[config.mk]
export PLATFORM = sky130hd
export DESIGN_NAME = lfs_supervisor
export DESIGN_NICKNAME = d
export VERILOG_FILES = /design/src/lfs_pkg.sv /design/src/lfs_fault_chan.sv /design/src/lfs_supervisor.sv
export SDC_FILE = /design/constraint.sdc
export NUM_CORES = 1
export LEC_CHECK = 0
export ABC_AREA = 1
export BUFFER_PORTS_ARGS = -buffer_cell sky130_fd_sc_hd__buf_2
export CAP_MARGIN = 20
export CORE_UTILIZATION = 55
export CTS_CLUSTER_DIAMETER = 60
export DETAILED_ROUTE_END_ITERATION = 8
export GPL_ROUTABILITY_DRIVEN = 0
export PLACE_DENSITY = 0.77
export SLEW_MARGIN = 30
export SYNTH_ARGS = -nofsm -noshare
export SYNTH_HDL_FRONTEND = slang
export SYNTH_SLANG_ARGS = --single-unit
export TNS_END_PERCENT = 50
[constraint.sdc]
create_clock -name i_sys_clk -period 1.7 [get_ports i_sys_clk]
set_input_delay 0.17 -clock i_sys_clk [delete_from_list [all_inputs] [get_ports i_sys_clk]]
set_output_delay 0.17 -clock i_sys_clk [all_outputs]
set_load 0.01 [all_outputs]
[src/lfs_pkg.sv]
// constants, register map and types shared by the led fault supervisor
package lfs_pkg;

   // clock and timebase
   localparam int CLK_HZ = 25_000_000;
   localparam int CLK_PERIOD_NS = 40;
   localparam int US_PER_SEC = 1_000_000;
   localparam int CYC_PER_US = CLK_HZ / US_PER_SEC;
   localparam int US_PER_MS = 1000;

   // fault timing, each in its own unit
   localparam int RETRY_MS = 10;
   localparam int DEGLITCH_US = 20;
   localparam int PWM_QUAL_CYC = 16;
   localparam int QUAL_MS = 10;
   localparam int REC_MS = 10;

   // register byte offsets
   localparam logic [7:0] ADR_CTRL = 8'h00;
   localparam logic [7:0] ADR_STAT = 8'h04;
   localparam logic [7:0] ADR_MASK = 8'h08;
   localparam logic [7:0] ADR_STATE = 8'h0c;

   // control fields and reset values
   localparam int CTRL_DIM_BIT = 0;
   localparam int CTRL_EN_BIT = 1;
   localparam logic [1:0] CTRL_RST = 2'h2;
   localparam logic [6:0] MASK_RST = 7'h00;

   // event and channel positions
   localparam int EV_OCP = 0;
   localparam int EV_SOPEN = 1;
   localparam int EV_LOPEN = 2;
   localparam int EV_LSHORT = 3;
   localparam int EV_BOPEN = 4;
   localparam int EV_BSHORT = 5;
   localparam int EV_EXT = 6;
   localparam int NUM_CH = 6;
   localparam int NUM_EV = 7;

   // synchronised pin positions
   localparam int IN_OCP = 0;
   localparam int IN_SDIFF = 1;
   localparam int IN_CLAMP = 2;
   localparam int IN_VLOW = 3;
   localparam int IN_VHIGH = 4;
   localparam int IN_BOOT = 5;
   localparam int IN_LOCK = 6;
   localparam int IN_PWM = 7;
   localparam int IN_FLT = 8;
   localparam int NUM_IN = 9;
   localparam logic [8:0] IN_RST = 9'h100;

   // per channel state
   typedef enum logic [2:0] {
      CH_IDLE = 3'b000,
      CH_DEGL = 3'b001,
      CH_QUAL = 3'b010,
      CH_REPORT = 3'b011,
      CH_RECQ = 3'b100,
      CH_RECOVER = 3'b101
   } lfs_chan_state_t;

endpackage

[src/lfs_fault_chan.sv]
// one fault source: qualify, report, recover and retry hold-off
module lfs_fault_chan import lfs_pkg::*; #(
   parameter bit USE_DEGL = 1'b0,
   parameter bit USE_QUAL = 1'b0,
   parameter bit USE_RECQ = 1'b0,
   parameter bit USE_RETRY = 1'b1,
   parameter int DEGL_US = DEGLITCH_US,
   parameter int PWM_N = PWM_QUAL_CYC,
   parameter int QUAL_N = QUAL_MS,
   parameter int REC_N = REC_MS,
   parameter int RETRY_N = RETRY_MS
) (
   input wire logic i_sys_clk,
   input wire logic i_reset,
   input wire logic i_us_tick,
   input wire logic i_ms_tick,
   input wire logic i_pwm_edge,
   input wire logic i_dim_mode,
   input wire logic i_cond,
   input wire logic i_clear,
   output logic o_report,
   output logic o_trip
);

   // counters are eight bits wide
   if (DEGL_US < 1 || DEGL_US > 255 || PWM_N < 1 || PWM_N > 255 ||
       QUAL_N < 1 || QUAL_N > 255 || REC_N < 1 || REC_N > 255 ||
       RETRY_N < 1 || RETRY_N > 255) begin : g_chk
      $error("lfs_fault_chan: count out of range");
   end

   lfs_chan_state_t state_r;
   logic [7:0] cnt_r;
   logic [7:0] retry_r;
   logic us_done;
   logic qual_step;
   logic qual_done;
   logic ms_done;

   // terminal counts of each timing phase
   assign us_done = i_us_tick && (cnt_r == 8'(DEGL_US - 1));
   assign qual_step = i_dim_mode ? i_pwm_edge : i_ms_tick;
   assign qual_done = qual_step &&
      (cnt_r == (i_dim_mode ? 8'(PWM_N - 1) : 8'(QUAL_N - 1)));
   assign ms_done = i_ms_tick && (cnt_r == 8'(REC_N - 1));

   // qualify and recovery sequence
   always_ff @(posedge i_sys_clk) begin
      if (i_reset) begin
         state_r <= CH_IDLE;
         cnt_r <= 8'h00;
      end else begin
         case (state_r)
            CH_IDLE: begin
               cnt_r <= 8'h00;
               if (i_cond) begin
                  if (USE_DEGL && (!USE_QUAL || i_dim_mode)) begin
                     state_r <= CH_DEGL;
                  end else if (USE_QUAL) begin
                     state_r <= CH_QUAL;
                  end else begin
                     state_r <= CH_REPORT;
                  end
               end
            end
            CH_DEGL: begin
               if (!i_cond) begin
                  state_r <= CH_IDLE;
               end else if (us_done) begin
                  cnt_r <= 8'h00;
                  state_r <= USE_QUAL ? CH_QUAL : CH_REPORT;
               end else if (i_us_tick) begin
                  cnt_r <= cnt_r + 8'h01;
               end
            end
            CH_QUAL: begin
               if (!i_cond) begin
                  state_r <= CH_IDLE;
               end else if (qual_done) begin
                  cnt_r <= 8'h00;
                  state_r <= CH_REPORT;
               end else if (qual_step) begin
                  cnt_r <= cnt_r + 8'h01;
               end
            end
            CH_REPORT: begin
               cnt_r <= 8'h00;
               if (i_clear) begin
                  state_r <= USE_RECQ ? CH_RECQ : CH_RECOVER;
               end
            end
            CH_RECQ: begin
               if (!i_clear) begin
                  state_r <= CH_REPORT;
               end else if (ms_done) begin
                  cnt_r <= 8'h00;
                  state_r <= CH_RECOVER;
               end else if (i_ms_tick) begin
                  cnt_r <= cnt_r + 8'h01;
               end
            end
            CH_RECOVER: begin
               if (!i_clear) begin
                  cnt_r <= 8'h00;
                  state_r <= CH_REPORT;
               end else if (ms_done) begin
                  state_r <= CH_IDLE;
               end else if (i_ms_tick) begin
                  cnt_r <= cnt_r + 8'h01;
               end
            end
            default: begin
               state_r <= CH_IDLE;
               cnt_r <= 8'h00;
            end
         endcase
      end
   end

   // retry hold-off reloads while the condition persists
   always_ff @(posedge i_sys_clk) begin
      if (i_reset) begin
         retry_r <= 8'h00;
      end else if (i_cond) begin
         retry_r <= 8'(RETRY_N);
      end else if (i_ms_tick && retry_r != 8'h00) begin
         retry_r <= retry_r - 8'h01;
      end
   end

   assign o_report = (state_r == CH_REPORT) || (state_r == CH_RECQ) ||
      (state_r == CH_RECOVER);
   assign o_trip = i_cond || (USE_RETRY && retry_r != 8'h00);

endmodule // lfs_fault_chan

[src/lfs_supervisor.sv]
// led driver fault supervisor: pin sync, timebase, channels, fault line, wishbone
//
// Added by the designer: the Wishbone slave port and the placing of the registers.
module lfs_supervisor import lfs_pkg::*; #(
   parameter int P_US_PER_MS = US_PER_MS
) (
   input wire logic i_sys_clk,
   input wire logic i_reset,
   input wire logic i_overcurrent_trip,
   input wire logic i_sense_diff_high,
   input wire logic i_error_amp_output_clamp,
   input wire logic i_out_below_short,
   input wire logic i_out_above_recover,
   input wire logic i_boot_diff_high,
   input wire logic i_supply_lockout,
   input wire logic i_pwm_dim,
   input wire logic i_hs_command,
   input wire logic i_fault_line_n_i,
   output logic o_fault_line_n_o,
   output logic o_fault_line_n_oe,
   output logic o_hs_enable,
   output logic o_string_enable,
   output logic o_irq,
   input wire logic i_wb_cyc,
   input wire logic i_wb_stb,
   input wire logic i_wb_we,
   input wire logic [7:0] i_wb_adr,
   input wire logic [31:0] i_wb_dat,
   input wire logic [3:0] i_wb_sel,
   output logic [31:0] o_wb_dat,
   output logic o_wb_ack
);

   if (P_US_PER_MS < 2 || P_US_PER_MS > 65535) begin : g_chk
      $error("lfs_supervisor: P_US_PER_MS out of range");
   end

   localparam int USW = $clog2(CYC_PER_US);
   localparam int MSW = $clog2(P_US_PER_MS);
   // channel options, one bit per channel
   localparam logic [5:0] DEGL_SET = 6'h0e;
   localparam logic [5:0] QUAL_SET = 6'h2c;
   localparam logic [5:0] RECQ_SET = 6'h08;
   localparam logic [5:0] RETRY_SET = 6'h13;
   localparam int DEGL_MIN = (DEGLITCH_US - 1) * CYC_PER_US;

   logic [NUM_IN-1:0] pins;
   logic [NUM_IN-1:0] s1_r;
   logic [NUM_IN-1:0] s2_r;
   logic [NUM_IN-1:0] s3_r;
   logic [NUM_IN-1:0] in_q_r;
   logic [USW-1:0] us_div_r;
   logic [MSW-1:0] ms_div_r;
   logic us_tick;
   logic ms_tick;
   logic pwm_d_r;
   logic pwm_edge;
   logic [NUM_CH-1:0] cond;
   logic [NUM_CH-1:0] clear;
   logic [NUM_CH-1:0] rep;
   logic [NUM_CH-1:0] trip;
   logic [NUM_CH-1:0] rep_d_r;
   logic drive_r;
   logic [3:0] drv_hist_r;
   logic ext_low;
   logic ext_d_r;
   logic hs_off;
   logic str_off;
   logic [1:0] ctrl_r;
   logic [NUM_EV-1:0] stat_r;
   logic [NUM_EV-1:0] mask_r;
   logic [NUM_EV-1:0] ev;
   logic wb_req;
   logic wb_wr;
   logic [31:0] rd_nxt;

   ////////////////////////////////////////////////////////////////////
   // pin synchronisers, three flops, change taken when two agree
   assign pins = {i_fault_line_n_i, i_pwm_dim, i_supply_lockout,
      i_boot_diff_high, i_out_above_recover, i_out_below_short,
      i_error_amp_output_clamp, i_sense_diff_high, i_overcurrent_trip};

   always_ff @(posedge i_sys_clk) begin
      if (i_reset) begin
         s1_r <= IN_RST;
         s2_r <= IN_RST;
         s3_r <= IN_RST;
      end else begin
         s1_r <= pins;
         s2_r <= s1_r;
         s3_r <= s2_r;
      end
   end

   for (genvar g = 0; g < NUM_IN; g++) begin : g_sync
      always_ff @(posedge i_sys_clk) begin
         if (i_reset) begin
            in_q_r[g] <= IN_RST[g];
         end else if (s2_r[g] == s3_r[g]) begin
            in_q_r[g] <= s3_r[g];
         end
      end
   end

   ////////////////////////////////////////////////////////////////////
   // microsecond and millisecond enables
   assign us_tick = (us_div_r == USW'(CYC_PER_US - 1));
   assign ms_tick = us_tick && (ms_div_r == MSW'(P_US_PER_MS - 1));

   always_ff @(posedge i_sys_clk) begin
      if (i_reset) begin
         us_div_r <= '0;
         ms_div_r <= '0;
      end else begin
         us_div_r <= us_tick ? '0 : us_div_r + USW'(1);
         if (ms_tick) begin
            ms_div_r <= '0;
         end else if (us_tick) begin
            ms_div_r <= ms_div_r + MSW'(1);
         end
      end
   end

   // dimming cycle edge
   always_ff @(posedge i_sys_clk) begin
      if (i_reset) begin
         pwm_d_r <= 1'b0;
      end else begin
         pwm_d_r <= in_q_r[IN_PWM];
      end
   end
   assign pwm_edge = in_q_r[IN_PWM] && !pwm_d_r;

   ////////////////////////////////////////////////////////////////////
   // fault sources: detect and clear conditions
   always_comb begin
      cond[EV_OCP] = in_q_r[IN_OCP];
      clear[EV_OCP] = !in_q_r[IN_OCP];
      cond[EV_SOPEN] = in_q_r[IN_SDIFF];
      clear[EV_SOPEN] = !in_q_r[IN_SDIFF];
      cond[EV_LOPEN] = in_q_r[IN_CLAMP];
      clear[EV_LOPEN] = !in_q_r[IN_CLAMP];
      cond[EV_LSHORT] = in_q_r[IN_VLOW];
      clear[EV_LSHORT] = in_q_r[IN_VHIGH];
      cond[EV_BOPEN] = i_hs_command && in_q_r[IN_BOOT];
      clear[EV_BOPEN] = !in_q_r[IN_BOOT];
      cond[EV_BSHORT] = in_q_r[IN_LOCK];
      clear[EV_BSHORT] = !in_q_r[IN_LOCK];
   end

   for (genvar c = 0; c < NUM_CH; c++) begin : g_ch
      lfs_fault_chan #(
         .USE_DEGL(DEGL_SET[c]),
         .USE_QUAL(QUAL_SET[c]),
         .USE_RECQ(RECQ_SET[c]),
         .USE_RETRY(RETRY_SET[c])
      ) u_chan (
         .i_sys_clk(i_sys_clk),
         .i_reset(i_reset),
         .i_us_tick(us_tick),
         .i_ms_tick(ms_tick),
         .i_pwm_edge(pwm_edge),
         .i_dim_mode(ctrl_r[CTRL_DIM_BIT]),
         .i_cond(cond[c]),
         .i_clear(clear[c]),
         .o_report(rep[c]),
         .o_trip(trip[c])
      );
   end

   ////////////////////////////////////////////////////////////////////
   // shared fault line and external pull-down
   always_ff @(posedge i_sys_clk) begin
      if (i_reset) begin
         drive_r <= 1'b0;
         drv_hist_r <= 4'h0;
      end else begin
         drive_r <= |rep;
         drv_hist_r <= {drv_hist_r[2:0], drive_r};
      end
   end
   assign o_fault_line_n_o = 1'b0;
   assign o_fault_line_n_oe = drive_r;
   // ignore our own release until the sync chain settles
   assign ext_low = !in_q_r[IN_FLT] && !drive_r && !(|drv_hist_r);

   // switch and string gating
   assign hs_off = trip[EV_OCP] || trip[EV_SOPEN] || trip[EV_BOPEN] ||
      trip[EV_BSHORT] || ext_low || !ctrl_r[CTRL_EN_BIT];
   assign str_off = rep[EV_LOPEN] || rep[EV_LSHORT] || trip[EV_SOPEN] ||
      ext_low || !ctrl_r[CTRL_EN_BIT];

   always_ff @(posedge i_sys_clk) begin
      if (i_reset) begin
         o_hs_enable <= 1'b0;
         o_string_enable <= 1'b0;
      end else begin
         o_hs_enable <= !hs_off;
         o_string_enable <= !str_off;
      end
   end

   ////////////////////////////////////////////////////////////////////
   // events: report rising edges and external pull-down
   always_ff @(posedge i_sys_clk) begin
      if (i_reset) begin
         rep_d_r <= '0;
         ext_d_r <= 1'b0;
      end else begin
         rep_d_r <= rep;
         ext_d_r <= ext_low;
      end
   end
   assign ev = {ext_low && !ext_d_r, rep & ~rep_d_r};

   ////////////////////////////////////////////////////////////////////
   // wishbone classic slave, one wait state, ack for one cycle
   assign wb_req = i_wb_cyc && i_wb_stb && !o_wb_ack;
   assign wb_wr = wb_req && i_wb_we && i_wb_sel[0];

   always_comb begin
      rd_nxt = 32'h0000_0000;
      case (i_wb_adr)
         ADR_CTRL: rd_nxt = {30'h0, ctrl_r};
         ADR_STAT: rd_nxt = {25'h0, stat_r};
         ADR_MASK: rd_nxt = {25'h0, mask_r};
         ADR_STATE: rd_nxt = {23'h0, !o_string_enable, !o_hs_enable,
            ext_low, rep};
         default: rd_nxt = 32'h0000_0000;
      endcase
   end

   always_ff @(posedge i_sys_clk) begin
      if (i_reset) begin
         o_wb_ack <= 1'b0;
         o_wb_dat <= 32'h0000_0000;
      end else begin
         o_wb_ack <= wb_req;
         o_wb_dat <= wb_req ? rd_nxt : 32'h0000_0000;
      end
   end

   // control and mask registers
   always_ff @(posedge i_sys_clk) begin
      if (i_reset) begin
         ctrl_r <= CTRL_RST;
         mask_r <= MASK_RST;
      end else if (wb_wr && i_wb_adr == ADR_CTRL) begin
         ctrl_r <= i_wb_dat[1:0];
      end else if (wb_wr && i_wb_adr == ADR_MASK) begin
         mask_r <= i_wb_dat[NUM_EV-1:0];
      end
   end

   // sticky status, write one to clear, a new event wins
   always_ff @(posedge i_sys_clk) begin
      if (i_reset) begin
         stat_r <= '0;
      end else if (wb_wr && i_wb_adr == ADR_STAT) begin
         stat_r <= (stat_r & ~i_wb_dat[NUM_EV-1:0]) | ev;
      end else begin
         stat_r <= stat_r | ev;
      end
   end
   assign o_irq = |(stat_r & mask_r);

   ////////////////////////////////////////////////////////////////////
   // checks
   logic [9:0] open_run_r;
   always_ff @(posedge i_sys_clk) begin
      if (i_reset || !cond[EV_SOPEN]) begin
         open_run_r <= 10'h000;
      end else if (open_run_r != 10'h3ff) begin
         open_run_r <= open_run_r + 10'h001;
      end
   end
endmodule // lfs_supervisor
# --- Word-level counts from Yosys, hierarchy flattened ---
# Index checks and enable logic that the tools add are counted.
classes:
  n_eq_ne: 134
  shifts: 0
  multipliers: 0
  magnitude_cmp: 0
  mux: 149
  n_addsub: 11
  n_reduce_logical: 104
  n_div: 0
  bitwise: 9
op_table:
  columns: ["cell", "count"]
  rows:
  - ["2-to-1 mux 8 bit", 66]
  - ["case mux 8 bit (4 select lines)", 6]
  - ["2-to-1 mux 3 bit", 61]
  - ["case mux 3 bit (6 select lines)", 6]
  - ["!= test 3 x 2 -> 1 bit, second input constant", 32]
  - ["AND reduction 6 bit", 12]
  - ["== test 8 x 4 -> 1 bit, second input constant", 8]
  - ["!= test 2 bit, second input constant", 27]
  - ["adder 8 x 1 -> 8 bit, second input constant", 6]
  - ["== test 8 x 5 -> 1 bit, second input constant", 6]
  - ["== test 3 x 2 -> 1 bit, second input constant", 12]
  - ["== test 3 bit, second input constant", 12]
  - ["case mux 9 bit (4 select lines)", 1]
  - ["logical AND 1 bit", 34]
  - ["== test 8 x 4 -> 1 bit", 3]
  - ["== test 8 bit", 3]
  - ["logical OR 1 bit", 24]
  - ["2-to-1 mux 4 bit", 6]
  - ["!= test 3 bit, second input constant", 8]
  - ["nonzero test 8 bit", 3]
  - ["subtractor 8 x 1 -> 8 bit, second input constant", 3]
  - ["== test 3 x 1 -> 1 bit, second input constant", 6]
  - ["logical NOT 3 bit", 6]
  - ["AND 7 bit", 2]
  - ["other kinds (24)", 54]
totals:
  register_bits: 205
  elab_cells: 451
  latchBits: 0
  memories: 0
  mem_bits_rw: 0
  out_inout_bits: 38
  mem_bits_ro: 0
  inputBits: 59

# --- Logic depth before layout (Yosys ltp) ---
logic_depth:
  ltp_word: 8
  depth_mapped: 16
  depth_no_buf: 15

# --- Cells and area by module ---
# Synthesis repeated with hierarchy kept, for this count alone.
hier_totals:
  cells_unflattened: 1866
  area_unflattened_um2: 11852.6
by_module_without_submodules:
  columns: ["module", "n_inst", "cells_per_inst", "seq_area_each_um2", "area_per_inst_um2"]
  rows:
  - ["lfs_supervisor", 1, 503, 1841.8, 3774.9]
  - ["lfs_fault_chan (g_ch[0].u_chan)", 1, 248, 380.4, 1542.7]
  - ["lfs_fault_chan (g_ch[4].u_chan)", 1, 249, 380.4, 1541.5]
  - ["lfs_fault_chan (g_ch[1].u_chan)", 1, 256, 380.4, 1512.7]
  - ["lfs_fault_chan (g_ch[3].u_chan)", 1, 199, 220.2, 1209.9]
  - ["lfs_fault_chan (g_ch[5].u_chan)", 1, 210, 220.2, 1143.6]
  - ["lfs_fault_chan (g_ch[2].u_chan)", 1, 201, 220.2, 1127.3]

# --- Worst setup path after synthesis ---
# OpenSTA, ideal clock, no wires.
synth_timing:
  path_kind: "register -> register"
  startpoint: "register us_div_r[0]"
  endpoint: "register g_ch[4].u_chan.cnt_r[0]"
  setup_slack_ns: -0.105
  path_stages_with_launch: 15
  period_less_slack_ns: 1.805
  arrival_time_ns: 1.689
  n_path_buf: 0
  path_cell_list: "dfxtp_1 > inv_1 > ha_1 > nand2_1 > inv_2 > nand2_4 > nor2_8 > nand2_2 > clkinv_2 > nand3_1 > nand2_1 > nor2_8 > nand2_2 > o21ai_1 > a21oi_1"
synth_between:
  elab_chain_len: 7
  elab_cells_between_ends: 20
  cone_classes: "eq/ne (4); mux (11); reduce/logical (5)"
synth_lines:
  columns: ["element", "line_no", "text"]
  rows:
  - ["from (decl)", "lfs_supervisor.sv:52", "logic [USW-1:0] us_div_r;"]
  - ["from (signal assigned)", "lfs_supervisor.sv:115", "us_div_r <= us_tick ? '0 : us_div_r + USW'(1);"]
  - ["== test 5 bit *", "lfs_supervisor.sv:107", "assign us_tick = (us_div_r == USW'(CYC_PER_US - 1));"]
  - ["logical AND 1 bit", "lfs_supervisor.sv:108", "assign ms_tick = us_tick && (ms_div_r == MSW'(P_US_PER_MS - 1));"]
  - ["2-to-1 mux 1 bit", "lfs_fault_chan.sv:42", "assign qual_step = i_dim_mode ? i_pwm_edge : i_ms_tick;"]
  - ["logical AND 1 bit", "lfs_fault_chan.sv:43", "assign qual_done = qual_step &&"]
  - ["2-to-1 mux 8 bit", "lfs_fault_chan.sv:79", "end else if (qual_done) begin"]
  - ["2-to-1 mux 8 bit", "lfs_fault_chan.sv:77", "if (!i_cond) begin"]
  - ["case mux 8 bit (4 select lines)", "lfs_fault_chan.sv:53", "case (state_r)"]
  - ["to (signal assigned)", "lfs_fault_chan.sv:73", "cnt_r <= cnt_r + 8'h01;"]
  - ["to (signal assigned)", "lfs_fault_chan.sv:83", "cnt_r <= cnt_r + 8'h01;"]
  - ["to (signal assigned)", "lfs_fault_chan.sv:99", "cnt_r <= cnt_r + 8'h01;"]
  - ["to (decl)", "lfs_fault_chan.sv:33", "logic [7:0] cnt_r;"]
# Mark *: on every way between the ends. The rest lies on a longest branch, timed or not. The select of a mux whose other input is x is not followed.
# A chain may end at the register's enable or synchronous reset.

# --- Final worst setup path ---
layout_timing:
  startpoint: "register us_div_r[0]"
  endpoint: "register g_ch[0].u_chan.cnt_r[2]"
layout_between:
  elab_chain_len: 7
  elab_cells_between_ends: 20
  cone_classes: "eq/ne (4); mux (11); reduce/logical (5)"
layout_lines:
  columns: ["element", "line_no"]
  rows:
  - ["== test 5 bit *", "lfs_supervisor.sv:107"]
  - ["logical AND 1 bit", "lfs_supervisor.sv:108"]
  - ["2-to-1 mux 1 bit", "lfs_fault_chan.sv:42"]
  - ["logical AND 1 bit", "lfs_fault_chan.sv:43"]
  - ["2-to-1 mux 8 bit", "lfs_fault_chan.sv:79"]
  - ["2-to-1 mux 8 bit", "lfs_fault_chan.sv:77"]
  - ["case mux 8 bit (4 select lines)", "lfs_fault_chan.sv:53"]
  - ["to (signal assigned)", "lfs_fault_chan.sv:73"]
  - ["to (signal assigned)", "lfs_fault_chan.sv:83"]
  - ["to (signal assigned)", "lfs_fault_chan.sv:99"]
  - ["to (decl)", "lfs_fault_chan.sv:33"]
# Marks and branches as above.

==> reports/metrics.yaml <==
outcome:
  status: "finished with violations"
  violations: "negative setup slack"
critical_path:
  ff2ff_path_depth: 14
  cp.required_ps: 2050
  crit_fanout: 9
  crit-reg2reg-launch: "us_div_r[0]"
  cp_slowest_cell: "dfxtp_2"
  cp-start-kind: "flip-flop"
  endpoint_kind: "flip-flop"
  critical-path-max-stage-delay_ps: 330
  path_class: "flip-flop to flip-flop"
  worstReg2RegEnd: "g_ch[0].u_chan.cnt_r[2]"
  worstPathArrival_ps: 2360
  crit_family: "simple AND/OR/NAND/NOR gates"
  cp_common_cell: "nand2_4"
  path_cells: "inv_2 -> ha_4 -> nand2_4 -> inv_4 -> nand2_8 -> nor2_8 -> nand2_4 -> inv_8 -> nand2_1 -> o21ai_2 -> nor2_4 -> buf_12 -> o21ai_0 -> a21oi_1"
  cp.buffers_inverters: 4
  r2r_slack_ps: -320
yosys:
  netlist_instances: 1671
  synth_area_per_cell_um2: 6.526
  yosys_warnings: 0
  async_flop_share: 0
  yosysSeqAreaShare: 0.3341
  synth-seq-cells: 182
  synth_cell_types: 60
  synthFlopType: "dfxtp_1"
  netlist_area_um2: 10910
  synth_edf_count: 0
sta:
  finalCriticalPeriod_ps: 2016
  fin_setup_tns_ps: -19800
  clock_skew_ps: 11.99
  rsz0062_at_grt: "true"
  relSlewSlack: 0.6613
  drv_slew: 0
  fmax_ghz: 0.4961
  finalHoldViolCount: 0
  fin_ws_ps: -315.9
  worst_pin_slew_ps: 506.9
  finalCritPeriodShare: 1.186
  finalSetupViolations: 94
global_route:
  grt_max_degree: 36
  grt-ovfl-total: 0
  grt_pass1_wl_um: 50740
  use_met2: 0.5253
  met1_usage: 0.3969
  grt.busiest_layer: "met2"
  grt.total_usage: 0.3104
  grt_pass1_vias: 10880
  grt_antenna_before_repair: 0
  grt.met3_usage: 0.05164
cells_and_area:
  fillers: 1445
  fin_util: 0.7253
  final_cell_mix: "nand2_1, inv_1, nor2_1"
  final_common_cell: "nand2_1"
  nets: 1987
  area_growth_pct: 29.44
  antenna_cells: 0
  drive_above_1_share: 0.2214
clock_tree:
  cts_root_buf: "clkbuf_16"
  cts_tree: "yes"
  clock_path_buffers: 2
  clock_latency_ps: 450
  h-tree-depth: 4
  cts_num_sinks: 182
  cts-buffers-inserted: 17
  clk_pin_slew_ps: 80
min_path:
  min_from: "i_wb_dat[0]"
  hold-path-cell-count: 3
  hp-class: "primary input to flip-flop"
  hold_end: "mask_r[0]"
power_and_ir_drop:
  clockPowerShare: 0.319
  total_power_uw: 12830
  power.density_nw_per_um2: 909.2
  ir_drop_mv: 0.8160
  internal_power_uw: 8015
  power_frac_comb: 0.316
  switching_share: 0.3755
  pwr-share-seq: 0.364
  leakagePower_uw: 0.006497
  switching_power_uw: 4819
flow_run:
  drv_cap: 0
die:
  die_area_um2: 20390
  die_y_um: 142.8
  start_util: 0.5603
  dieWidth_um: 142.8
  rows: 51
  core_um2: 19460
  ios: 97
routing:
  post_drt_wl_per_cell_um: 14.80
  ant_nets: 0
  drcViolationCount: 0
  wl_um: 32340
  drt_iter0_drc: 1056
  first_pass_iters: 6
  via_per_inst: 5.525
  dr_total_vias: 12070
placement:
  io_buffers: 44
  hpwl_um: 21790
==> final cells by class <==
cell class,instances,area [µm²],area share
multi-input cells,1184,6462,0.4578
inverters,267,1037,0.07348
clock inverters,15,207.7,0.01471
well taps,265,331.6,0.02349
flip-flops and latches,182,3649,0.2585
repair buffers,255,2003,0.1419
clock buffers,17,425.4,0.03014
==> logic make-up after synthesis <==
group	Yosys count	synth area share
AO/OA/AOI/OAI	261	0.1349
AND/OR/NAND/NOR	853	0.3617
other	1	0.0003439
XOR/XNOR	24	0.01927
buffers and inverters	329	0.1255
adder cells (fa/ha/maj)	21	0.02409
flip-flops	182	0.3341
==> worst min-delay path, cell delays in order <==
cell and delay, ps:
buf_2 70, inv_1 70, a21oi_1 140
==> metal layers <==
layer,vias up,part of all wire
met1,5629,0.41
met3,95,0.071
li1,5867,-
met2,482,0.48
met4,0,0.035
met5,-,0
==> power by group through the flow <==
stage / clock network, µW / registers [µW] / logic, µW
after global routing: 4340 / 4700 / 4420
after global placement: 0 / 4750 / 3190
after floorplan: 0 / 4740 / 2300
after CTS: 4130 / 4660 / 3470
after detailed placement: 0 / 4760 / 3270
final: 4100 / 4680 / 4060
==> Yosys cell counts (3+ instances only) <==
library cell | instances | area (µm²)
a211oi_1 | 9 | 67.56
o21a_1 | 6 | 45.04
nor3b_1 | 5 | 37.54
buf_2 | 14 | 70.07
or2_2 | 8 | 50.05
dfxtp_1 | 182 | 3643
nand3_4 | 5 | 87.58
nand2_4 | 3 | 33.78
xnor2_1 | 4 | 35.03
o22ai_1 | 18 | 112.6
nand3_2 | 5 | 50.05
inv_2 | 7 | 26.28
o21ai_0 | 69 | 345.3
nand3b_1 | 7 | 52.55
ha_1 | 21 | 262.8
buf_6 | 3 | 33.78
o211ai_1 | 8 | 60.06
clkinv_1 | 4 | 15.01
nand2_1 | 334 | 1254
nand3_1 | 157 | 785.8
a21oi_2 | 4 | 35.03
nand4_1 | 51 | 319.1
nand2_2 | 7 | 43.79
buf_4 | 24 | 180.2
nor2_1 | 219 | 822.0
inv_1 | 254 | 953.4
o31ai_1 | 3 | 22.52
clkbuf_1 | 19 | 71.32
o21ai_1 | 13 | 65.06
xor2_1 | 20 | 175.2
o2111ai_1 | 3 | 26.28
nor3_1 | 26 | 130.1
o21bai_1 | 3 | 22.52
nor2_4 | 10 | 112.6
a21oi_1 | 112 | 560.5
==> flip-flops by register name (all words and copies together) (netlist names), 6 cells and up <==
| signal | cells |
|---|---|
| g_ch.u_chan.cnt_r | 48 |
| g_ch.u_chan.retry_r | 24 |
| g_ch.u_chan.state_r | 18 |
| ms_div_r | 10 |
| o_wb_dat | 9 |
| s1_r | 9 |
| s2_r | 9 |
| s3_r | 9 |
| mask_r | 7 |
| stat_r | 7 |
| rep_d_r | 6 |
==> stage by stage <==
step                cell area (µm²)  hold slack [ps]  cells  worst slack (ps)
floorplan                     11010            263.6   1694            -32.09
global placement              12570            374.1   2113            -223.3
detailed placement            12570            379.4   2113            -250.0
CTS                           13650            21.89   2168            -212.7
global route                  14120            44.60   2185            -426.8
finish                        14120            37.47   2185            -315.9
==> worst max-delay path by stage <==
stage | cells after the start | from | end | slack (ps)
finish | 14 | us_div_r[0] | g_ch[0].u_chan.cnt_r[2] | -320
CTS | 14 | us_div_r[0] | g_ch[0].u_chan.cnt_r[4] | -210
global placement | 13 | us_div_r[0] | g_ch[4].u_chan.retry_r[6] | -220
detailed placement | 13 | us_div_r[0] | g_ch[3].u_chan.cnt_r[6] | -250
floorplan | 10 | ms_div_r[0] | g_ch[0].u_chan.cnt_r[0] | -30
global route | 13 | us_div_r[0] | g_ch[0].u_chan.cnt_r[0] | -430
==> repair_timing <==
item	4_1_cts	5_1_grt
cloned	0	2
hold endpoints to repair	16	0
resized for setup	67	84
endpoints found under the setup margin	99	103
hold buffers	15	0
setup buffers	8	15
pin swaps	12	42
(Power assumes the default switching activity.)
